===== src/csbw_pkg.sv =====
// shared constants and state encoding of the chip select bus cycle engine
`default_nettype none
package csbw_pkg;
  // transfer size codes on req_size
  localparam logic [1:0] SIZE_BYTE = 2'h0;
  localparam logic [1:0] SIZE_WORD = 2'h1;
  localparam logic [1:0] SIZE_LONG = 2'h2;
  localparam logic [1:0] SIZE_LINE = 2'h3;
  // beats per transfer
  localparam logic [3:0] BEATS_SINGLE = 4'h1;
  localparam logic [3:0] BEATS_LONG_W16 = 4'h2;
  localparam logic [3:0] BEATS_LINE_W16 = 4'h8;
  localparam logic [3:0] BEATS_LINE_W32 = 4'h4;
  // line geometry
  localparam int LINE_BYTES = 16;
  localparam int LONG_BITS = 32;
  localparam int WORD_BITS = 16;
  // reset values
  localparam logic [3:0] WS_RESET = 4'h0;
  localparam logic [31:0] ADDR_RESET = 32'h0000_0000;
  // bus clock figure
  localparam real BUS_CLK_MHZ = 200.0;
  // gray coded along idle, address, data, pipelined beat, hold
  typedef enum logic [2:0] {
    CSBW_IDLE = 3'h0,
    CSBW_ADDR = 3'h1,
    CSBW_DATA = 3'h3,
    CSBW_NEXT = 3'h2,
    CSBW_HOLD = 3'h6
  } csbw_state_e;
endpackage
`default_nettype wire


===== src/csbw_engine.sv =====
// chip select bus cycle engine: single, back-to-back and burst line cycles
//
// Contract
// - wait_state_count zero gives no wait; n stretches chip select low by n clocks.
// - write start on rising edge drives valid address and read_write_n low.
// - chip select of the addressed region asserts on falling edge of second state.
// - write data leaves high impedance on rising edge of third state.
// - without acknowledge at end of second clock, insert whole wait clocks.
// - auto-acknowledge makes the acknowledge internally, ignoring the external one.
// - acknowledge is negated in the fifth state, externally or internally.
// - final state negates chip select on falling edge, releases address, data.
// - the edge ending a cycle may start the next access directly.
// - accesses wider than the port split into consecutive back-to-back cycles.
// - any read/write mix runs back to back, chosen by hardware alone.
// - burst enable set and size above port width issues a burst.
// - line burst to a sixteen-bit port is eight word beats.
// - bursts run three-clock first beat, two-clock later beats, waits stretch termination.
// - both burst enables clear turns a line into back-to-back single cycles.
// - line is sixteen aligned bytes; start longword from address bits three, two.
// - longword beats wrap upward from the starting offset.
// - burst read samples first beat like basic read, later beats two clocks apart.
// - chip select and output enable stay asserted through a whole burst read.
// - burst write drives each next beat on the same edge at which the previous registers.
// - programmed wait states also apply to every burst read beat.
// - reads assert output enable with chip select; both negate in final state.
`default_nettype none
module csbw_engine #(
  parameter int NUM_CS = 4
) (
  input wire logic ref_clk,
  input wire logic rst_n,
  input wire logic [3:0] wait_state_count,
  input wire logic auto_ack_en,
  input wire logic burst_read_en,
  input wire logic burst_write_en,
  input wire logic port_is_16,
  input wire logic req_valid,
  output logic req_ready,
  input wire logic req_write,
  input wire logic [1:0] req_size,
  input wire logic [31:0] req_addr,
  input wire logic [$clog2(NUM_CS)-1:0] req_cs,
  input wire logic [127:0] req_wdata,
  output logic rsp_valid,
  output logic [127:0] rsp_rdata,
  output logic [31:0] bus_addr,
  output logic bus_addr_oe,
  output logic read_write_n,
  output logic [NUM_CS-1:0] chip_select_n,
  output logic output_enable_n,
  output logic [31:0] data_out,
  output logic data_oe,
  input wire logic [31:0] data_in,
  input wire logic transfer_acknowledge_n,
  output logic busy
);
  // refused at elaboration: the select index must name every region exactly
  if (NUM_CS < 2 || NUM_CS > 8 || (NUM_CS & (NUM_CS - 1)) != 0) begin
    $error("NUM_CS must be a power of two between 2 and 8");
  end

  csbw_pkg::csbw_state_e state;
  csbw_pkg::csbw_state_e next_state;
  logic [31:0] line_addr;
  logic [1:0] size;
  logic write;
  logic p16;
  logic burst;
  logic [$clog2(NUM_CS)-1:0] cs_sel;
  logic [127:0] wbuf;
  logic [3:0] beat;
  logic [3:0] nbeats;
  logic [3:0] ws_cnt;
  logic [31:0] din_meta;
  logic [31:0] din_sync;
  logic ta_meta;
  logic ta_sync;
  logic cs_active;
  logic ack_now;
  logic last_beat;
  logic take;

  // beats needed for a size on a port width
  function automatic logic [3:0] beat_count(input logic [1:0] sz, input logic w16);
    if (sz == csbw_pkg::SIZE_LINE) begin
      beat_count = w16 ? csbw_pkg::BEATS_LINE_W16 : csbw_pkg::BEATS_LINE_W32;
    end else if (sz == csbw_pkg::SIZE_LONG && w16) begin
      beat_count = csbw_pkg::BEATS_LONG_W16;
    end else begin
      beat_count = csbw_pkg::BEATS_SINGLE;
    end
  endfunction

  // longword slot of a beat; lines wrap upward from address bits three, two
  function automatic logic [1:0] beat_slot(input logic [31:0] a, input logic [1:0] sz,
                                           input logic w16, input logic [3:0] k);
    logic [1:0] li;
    li = w16 ? k[2:1] : k[1:0];
    if (sz == csbw_pkg::SIZE_LINE) begin
      beat_slot = a[3:2] + li;
    end else begin
      beat_slot = 2'h0;
    end
  endfunction

  // word half within a longword on a sixteen-bit port: upper word first
  function automatic logic beat_half(input logic [1:0] sz, input logic w16,
                                     input logic [3:0] k);
    beat_half = w16 && sz >= csbw_pkg::SIZE_LONG && k[0];
  endfunction

  function automatic logic [31:0] beat_addr(input logic [31:0] a, input logic [1:0] sz,
                                            input logic w16, input logic [3:0] k);
    if (sz == csbw_pkg::SIZE_LINE) begin
      beat_addr = {a[31:4], beat_slot(a, sz, w16, k), beat_half(sz, w16, k), 1'b0};
    end else if (sz == csbw_pkg::SIZE_LONG && w16) begin
      beat_addr = {a[31:2], beat_half(sz, w16, k), 1'b0};
    end else begin
      beat_addr = a;
    end
  endfunction

  function automatic logic [31:0] beat_wdata(input logic [127:0] buf_in, input logic [31:0] a,
                                             input logic [1:0] sz, input logic w16,
                                             input logic [3:0] k);
    logic [31:0] lw;
    lw = buf_in[beat_slot(a, sz, w16, k)*csbw_pkg::LONG_BITS +: csbw_pkg::LONG_BITS];
    if (w16 && sz >= csbw_pkg::SIZE_LONG) begin
      beat_wdata = {16'h0000, beat_half(sz, w16, k) ? lw[15:0] : lw[31:16]};
    end else begin
      beat_wdata = lw;
    end
  endfunction

  // pins from outside the clock domain pass two flip-flops
  always_ff @(posedge ref_clk or negedge rst_n) begin
    if (!rst_n) begin
      din_meta <= 32'h0000_0000;
      din_sync <= 32'h0000_0000;
      ta_meta <= 1'b0;
      ta_sync <= 1'b0;
    end else begin
      din_meta <= data_in;
      din_sync <= din_meta;
      ta_meta <= !transfer_acknowledge_n;
      ta_sync <= ta_meta;
    end
  end

  // internal acknowledge is one clock wide, so it negates on its own afterwards
  always_comb begin
    ack_now = 1'b0;
    if (state == csbw_pkg::CSBW_DATA && ws_cnt >= wait_state_count) begin
      ack_now = auto_ack_en ? 1'b1 : ta_sync;
    end
  end

  assign last_beat = (beat == nbeats - 4'h1);
  // back-to-back accept from the hold state; the far end never sees an idle clock
  assign req_ready = (state == csbw_pkg::CSBW_IDLE) ||
                     (state == csbw_pkg::CSBW_HOLD && last_beat);
  assign take = req_valid && req_ready;
  assign busy = (state != csbw_pkg::CSBW_IDLE);

  always_comb begin
    next_state = state;
    case (state)
      csbw_pkg::CSBW_IDLE: begin
        if (take) begin
          next_state = csbw_pkg::CSBW_ADDR;
        end
      end
      csbw_pkg::CSBW_ADDR: begin
        next_state = csbw_pkg::CSBW_DATA;
      end
      csbw_pkg::CSBW_DATA: begin
        if (ack_now) begin
          // a burst keeps chip select and goes straight to the next beat
          next_state = (burst && !last_beat) ? csbw_pkg::CSBW_NEXT
                                             : csbw_pkg::CSBW_HOLD;
        end
      end
      csbw_pkg::CSBW_NEXT: begin
        next_state = csbw_pkg::CSBW_DATA;
      end
      csbw_pkg::CSBW_HOLD: begin
        if (!last_beat || take) begin
          next_state = csbw_pkg::CSBW_ADDR;
        end else begin
          next_state = csbw_pkg::CSBW_IDLE;
        end
      end
      default: begin
        next_state = csbw_pkg::CSBW_IDLE;
      end
    endcase
  end

  always_ff @(posedge ref_clk or negedge rst_n) begin
    if (!rst_n) begin
      state <= csbw_pkg::CSBW_IDLE;
    end else begin
      state <= next_state;
    end
  end

  // request capture and beat bookkeeping
  always_ff @(posedge ref_clk or negedge rst_n) begin
    if (!rst_n) begin
      line_addr <= csbw_pkg::ADDR_RESET;
      size <= csbw_pkg::SIZE_BYTE;
      write <= 1'b0;
      p16 <= 1'b0;
      burst <= 1'b0;
      cs_sel <= '0;
      wbuf <= 128'h0;
      beat <= 4'h0;
      nbeats <= csbw_pkg::BEATS_SINGLE;
    end else if (take) begin
      line_addr <= req_addr;
      size <= req_size;
      write <= req_write;
      p16 <= port_is_16;
      cs_sel <= req_cs;
      wbuf <= req_wdata;
      beat <= 4'h0;
      nbeats <= beat_count(req_size, port_is_16);
      burst <= (beat_count(req_size, port_is_16) != csbw_pkg::BEATS_SINGLE) &&
               (req_write ? burst_write_en : burst_read_en);
    end else if ((state == csbw_pkg::CSBW_DATA && ack_now && burst && !last_beat) ||
                 (state == csbw_pkg::CSBW_HOLD && !last_beat)) begin
      // split cycles advance on leaving hold, so hold still judges its own beat
      beat <= beat + 4'h1;
    end
  end

  always_ff @(posedge ref_clk or negedge rst_n) begin
    if (!rst_n) begin
      ws_cnt <= csbw_pkg::WS_RESET;
    end else if (state != csbw_pkg::CSBW_DATA) begin
      ws_cnt <= csbw_pkg::WS_RESET;
    end else if (ws_cnt != 4'hf) begin
      ws_cnt <= ws_cnt + 4'h1;
    end
  end

  // address and direction: driven from the first rising edge; address released after hold, direction kept
  always_ff @(posedge ref_clk or negedge rst_n) begin
    if (!rst_n) begin
      bus_addr <= csbw_pkg::ADDR_RESET;
      bus_addr_oe <= 1'b0;
      read_write_n <= 1'b1;
    end else if (next_state == csbw_pkg::CSBW_ADDR && state == csbw_pkg::CSBW_IDLE) begin
      bus_addr <= beat_addr(req_addr, req_size, port_is_16, 4'h0);
      bus_addr_oe <= 1'b1;
      read_write_n <= !req_write;
    end else if (next_state == csbw_pkg::CSBW_ADDR && take) begin
      bus_addr <= beat_addr(req_addr, req_size, port_is_16, 4'h0);
      read_write_n <= !req_write;
    end else if (next_state == csbw_pkg::CSBW_ADDR || next_state == csbw_pkg::CSBW_NEXT) begin
      bus_addr <= beat_addr(line_addr, size, p16, beat + 4'h1);
    end else if (next_state == csbw_pkg::CSBW_IDLE) begin
      bus_addr_oe <= 1'b0;
    end
  end

  // write data: out of high impedance entering data, next beat entering next
  always_ff @(posedge ref_clk or negedge rst_n) begin
    if (!rst_n) begin
      data_out <= 32'h0000_0000;
      data_oe <= 1'b0;
    end else if (write && state == csbw_pkg::CSBW_ADDR) begin
      data_out <= beat_wdata(wbuf, line_addr, size, p16, beat);
      data_oe <= 1'b1;
    end else if (write && next_state == csbw_pkg::CSBW_NEXT) begin
      data_out <= beat_wdata(wbuf, line_addr, size, p16, beat + 4'h1);
    end else if (state == csbw_pkg::CSBW_HOLD) begin
      data_oe <= 1'b0;
    end
  end

  // read beats sampled on the acknowledging edge; later burst beats two clocks apart
  always_ff @(posedge ref_clk or negedge rst_n) begin
    if (!rst_n) begin
      rsp_rdata <= 128'h0;
      rsp_valid <= 1'b0;
    end else begin
      rsp_valid <= (state == csbw_pkg::CSBW_DATA) && ack_now && last_beat;
      if (!write && ack_now) begin
        if (p16 && size >= csbw_pkg::SIZE_LONG) begin
          rsp_rdata[beat_slot(line_addr, size, p16, beat)*csbw_pkg::LONG_BITS +
                    (beat_half(size, p16, beat) ? 0 : csbw_pkg::WORD_BITS)
                    +: csbw_pkg::WORD_BITS] <= din_sync[15:0];
        end else begin
          rsp_rdata[beat_slot(line_addr, size, p16, beat)*csbw_pkg::LONG_BITS
                    +: csbw_pkg::LONG_BITS] <= din_sync;
        end
      end
    end
  end

  // falling edge strobes: asserted in address, kept through a burst, dropped in hold
  always_ff @(negedge ref_clk or negedge rst_n) begin
    if (!rst_n) begin
      cs_active <= 1'b0;
    end else begin
      cs_active <= (state == csbw_pkg::CSBW_ADDR) || (state == csbw_pkg::CSBW_DATA) ||
                   (state == csbw_pkg::CSBW_NEXT);
    end
  end

  always_comb begin
    chip_select_n = {NUM_CS{1'b1}};
    chip_select_n[cs_sel] = !cs_active;
    output_enable_n = !(cs_active && !write);
  end
endmodule
`default_nettype wire


===== config.mk =====
export PLATFORM = sky130hd
export DESIGN_NAME = csbw_engine
export DESIGN_NICKNAME = d
export VERILOG_FILES = /design/src/csbw_pkg.sv /design/src/csbw_engine.sv
export SDC_FILE = /design/constraint.sdc
export NUM_CORES = 1
export LEC_CHECK = 0
export ABC_AREA = 1
export BUFFER_PORTS_ARGS = -buffer_cell sky130_fd_sc_hd__buf_2
export CELL_PAD_IN_SITES_DETAIL_PLACEMENT = 1
export CELL_PAD_IN_SITES_GLOBAL_PLACEMENT = 2
export CORE_MARGIN = 3
export CORE_UTILIZATION = 32
export DETAILED_ROUTE_END_ITERATION = 8
export PLACE_DENSITY = 0.81
export SKIP_LAST_GASP = 1
export SLEW_MARGIN = 40
export SYNTH_ARGS = -nofsm -noshare
export SYNTH_HDL_FRONTEND = slang
export SYNTH_SLANG_ARGS = --single-unit

===== constraint.sdc =====
create_clock -name ref_clk -period 5.6 [get_ports ref_clk]
set_input_delay 0.56 -clock ref_clk [delete_from_list [all_inputs] [get_ports ref_clk]]
set_output_delay 0.56 -clock ref_clk [all_outputs]
set_load 0.02 [all_outputs]

## Word level (Yosys, flattened, before mapping)

Index checks and enable logic that the tools add are counted.

| storage, ports and cells | value |
|---|---|
| flip-flop bits (word level) | 445 |
| latch bits | 0 |
| bits in writable memories | 0 |
| ROM bits | 0 |
| logic and storage cells | 162 |
| memories | 0 |

| cells by class | value |
|---|---|
| $add $sub $neg | 8 |
| multipliers | 0 |
| div/mod/pow operators | 0 |
| magnitude comparators | 4 |
| equal/unequal tests | 17 |
| shifts and indexed selects | 6 |
| mux-type cells | 55 |
| bitwise logic cells | 2 |
| reduce and logical (&&, ||, !) cells | 47 |

Operators by type and width:

| operator | count |
|---|---|
| $bwmux W128 | 2 |
| $shiftx A128 B8 Y32 | 2 |
| $mux W32 | 7 |
| $mux W128 | 1 |
| $shift A16 B34 Y128 const A | 1 |
| $shift A32 B34 Y128 const A | 1 |
| $shiftx A16 B34 Y128 | 1 |
| $shiftx A32 B34 Y128 | 1 |
| $neg A7 Y34 | 1 |
| $neg A8 Y34 | 1 |
| $mux W16 | 2 |
| $mux W4 | 8 |
| $mux W2 | 15 |
| $logic_and A1 B1 Y1 | 22 |
| $mux W1 | 14 |
| $pmux W3 S4 | 1 |
| $reduce_bool A2 Y1 | 6 |
| $eq A3 B2 Y1 const B | 3 |
| $mux W3 | 3 |
| $add A4 B1 Y4 const B | 2 |
| $add A7 B5 Y8 | 1 |
| $eq A2 B2 Y1 const B | 4 |
| $eq A3 B1 Y1 const B | 2 |
| $logic_not A1 Y1 | 6 |
| other kinds (22) | 32 |

## Depth between registers and ports, before layout

| depth | value |
|---|---|
| depth after elaboration | 17 |
| depth in mapped cells | 26 |

==> impl_results.md <==
- Die X-Extent: 265 um
- Delay of the slowest cell on the worst path: 0.75 ns
- Total chip power: 15.0 mW
- Clock input transition at the sequential cells of the worst setup and hold paths: 0.06 ns
- Cell-by-cell trace of the critical path: inv_2 > nand2_1 > o21ai_0 > ha_1 > nand2_1 > inv_1 > nor2_1 > nand2_1 > nand3_2 > inv_1 > ha_1 > nor3_1 > or2_2 > ha_1 > clkinv_1 > nor3_1 > nand2_1 > a21oi_2 > inv_2 > a21oi_1 > a21oi_1
- Total track usage: 0.241
- Post-Synthesis Cell Area: 0.0215 mm^2
- Min cycle time layout: 5.07 ns
- Synth unique cells: 43
- H-tree level count: 2
- Power density over cell area: 572 mW/mm^2
- TritonCTS Sinks: 445
- Count of input and output buffers: 411
- Skew-Pair Late Insertion Delay: 0.65 ns
- Hold Path Class: in -> reg
- DR pass1 iterations: 4
- Cell row count: 94
- Cell accounting for the most synthesized area: dfrtp_1
- Top_reg_cell synth: dfrtp_1
- Area overhead of the layout relative to synthesis: 22.3%
- Static leakage: 13.3 nW
- Sort of element at the start of the critical path: flip-flop
- Highest-count cells in the layout ignoring fill and taps: nand2_1, dfrtp_1, buf_2
- # IOs: 412
- Antenna violations before repair: 5
- Via count of the first global-routing pass: 22000
- Via total after detailed routing: 20600
- Area contributors post-synth: dfrtp_1, nand2_1, o21ai_0, nand3_1, inv_1
- Number of buffers created by CTS: 53
- Synth warn: 0
- Master of the slowest instance on the critical path: a21oi_2
- Global route overflow: 0
- Final nets: 3311
- Setup_tns: 0 ns
- Detailed-route DRC error count: 0
- Kind of critical path: reg -> reg
- Slew at the pin closest to its max-slew limit: 0.851 ns
- Routed metal-1 wire length: 37.5 mm
- Net switching power figure: 6.71 mW
- Most common library cell in the layout ignoring fill and taps: nand2_1
- Via-to-Cell Ratio: 5.16
- Initial core utilization: 0.325
- Switching portion of total power: 0.446
- Synthesized area per cell: 7.82 um^2
- Peak Freq: 197 MHz
- Fin. max-slew vios: 0
- Die Area: 0.0704 mm^2
- Total detailed-routing wirelength: 86.4 mm
- Core area: 0.0662 mm^2
- Detailed route wirelength on metal2: 43.1 mm
- Worst path bufs/invs: 5
- Layout filler cell count: 8135
- Global-route wire length before repair: 132 mm
- Seq/Total Area, Yosys: 0.518
- Routed length per instance: 21.6 um
- Post-synth ARST share: 1.00
- Cell occurring most often along the worst timing path: nand2_1
- Yosys reg bits: 445
- Period Utilization, post-route: 0.906
- Drt initial violations: 1281
- Top metal layer carrying routed signals: met5
- Worst-case clock skew: 0.0684 ns
- Critical Path RT: 6.11 ns
- TritonCTS clock tree: built
- Final GP Congestion: 0.854
- Share of layout cells above drive strength 1: 0.190
- Worst supply voltage drop on vdd: 215 uV
- Combinational cell fraction of total power: 0.421
- Critical path arrival: 5.58 ns
- Share of total power in sequential cells: 0.331
- Number of instances in the synthesized netlist: 2749
- Y dimension of the die: 265 um
- Number of nets with antenna violations after detailed routing: 0
- Library cell used as clock root buffer: clkbuf_16
- Maximum buffer depth of the clock tree: 3
- Maximum number of pins on one net before global-route repair: 147
- Outcome: finished, final reports clean
- Worst slew margin relative to its limit: 0.429
- Length of routed met3 wiring: 3.26 mm
- Post-detail-place hpwl: 61.9 mm
- Top cell type's share of synthesized area: 0.514
- Final Hold Vio Count: 0
- Critical Path Fanout Max: 17
- # setup viols final: 0
- Internal Dissipation: 8.34 mW
- Max-capacitance violation count: 0
- Critical Path Sink Type: flip-flop
- Clock Power Share: 0.248
- Category of cells accounting for the largest share of critical-path delay: simple AND/OR/NAND/NOR gates
- RSZ-0062 raised after global routing: false
- Count of flip-flops with a built-in enable after synthesis: 0
- Net count after synthesis: 2976
registers in the layout, summed over array words and instances, names as in the netlist, 2 cells and up:
| name | cells |
|---|---|
| beat | 4 |
| bus_addr | 32 |
| cs_sel | 2 |
| data_out | 32 |
| din_meta | 32 |
| din_sync | 32 |
| line_addr | 32 |
| nbeats | 4 |
| rsp_rdata | 128 |
| size | 2 |
| state | 3 |
| wbuf | 128 |
| ws_cnt | 4 |
what timing repair did:
item                                   CTS  global route
endpoints found under the hold margin   75             0
setup buffers                            0             0
gates resized for setup                  0             1
hold buffers                             5             0
setup endpoints to repair                0             6
Yosys cell counts (5+ instances only):
cell,n
nor3_1,46
o22ai_1,25
nand2_2,6
buf_2,33
o211ai_1,24
o31ai_1,6
nand4_1,29
dfrtp_1,442
buf_1,16
nand2_1,977
nand3_1,223
a21oi_1,112
inv_2,9
clkbuf_1,117
o21ai_0,274
inv_1,152
a31oi_1,22
nor4_1,6
mux2i_1,10
a21oi_2,5
xor2_1,6
nor2_1,140
o21ai_1,10
ha_1,18
cell families after synthesis:
logic type               share of synthesized area
AO/OA/AOI/OAI                                0.121
AND/OR/NAND/NOR                              0.278
flip-flops                                   0.518
adder cells (fa/ha/maj)                     0.0105
buffers and inverters                       0.0628
multiplexers                               0.00465
XOR/XNOR                                   0.00442
power groups by stage:
| stage | logic, mW | registers [mW] | clock network (mW) |
|---|---|---|---|
| after CTS | 6.39 | 4.98 | 3.82 |
| after floorplan | 3.67 | 5.27 | 0 |
| after global routing | 7.05 | 5.10 | 3.96 |
| final | 6.34 | 4.98 | 3.73 |
| after detailed placement | 6.34 | 5.02 | 0 |
| after global placement | 6.15 | 4.98 | 0 |
final cells by class:
cell class	instances	area [um^2]	share of cell area
clock buffer	73	1540	0.0586
multi-input combinational	1967	9060	0.344
antenna	2	5.00	0.000190
sequential	445	11100	0.423
timing repair buffer	454	2500	0.0949
tap	864	1080	0.0411
clock inverter	26	364	0.0138
inverter	163	621	0.0236
stage by stage:
stage	std cells	utilization	setup WS [ns]	instance area [um^2]	hold slack [ns]
final	3994	0.397	0.528	26300	0.0388
after global routing	3994	0.397	0.0847	26300	0.00566
after CTS	3990	0.396	0.532	26200	0.00119
after detailed placement	3886	0.367	0.595	24300	0.336
after global placement	3885	0.366	0.872	24300	0.335
after floorplan	2749	-	1.47	21500	0.264
worst reg2reg max path: cells and delay by family (launching register included):
family / cells / cell delay (ns)
DFF: 1 / 0.46
adders and majority gates: 3 / 0.96
AOI/OAI and AO/OA: 4 / 1.15
buffers and inverters: 5 / 0.86
and+or+nand+nor: 9 / 1.52
metal layers:
layer | vias up | track usage
met2 | 488 | 0.422
met5 | - | 0
met4 | 2 | 0.0739
li1 | 9633 | -
met1 | 10400 | 0.312
met3 | 130 | 0.0309
path summary, 6_finish.rpt:
kind | cells past startpoint | from | slack (ns) | endpoint
max in group asynchronous | 2 | rst_n | 1.74 | cs_active
hold reg to reg | 0 | din_meta[1] | 0.35 | din_sync[1]
min in group asynchronous | 2 | rst_n | 0.59 | ws_cnt[1]
setup reg to reg | 21 | p16 | 0.53 | rsp_rdata[52]
hold / removal | 1 | data_in[26] | 0.04 | din_meta[26]
setup / recovery | 21 | p16 | 0.53 | rsp_rdata[52]
Note: power is estimated with default switching activity, not from simulation.
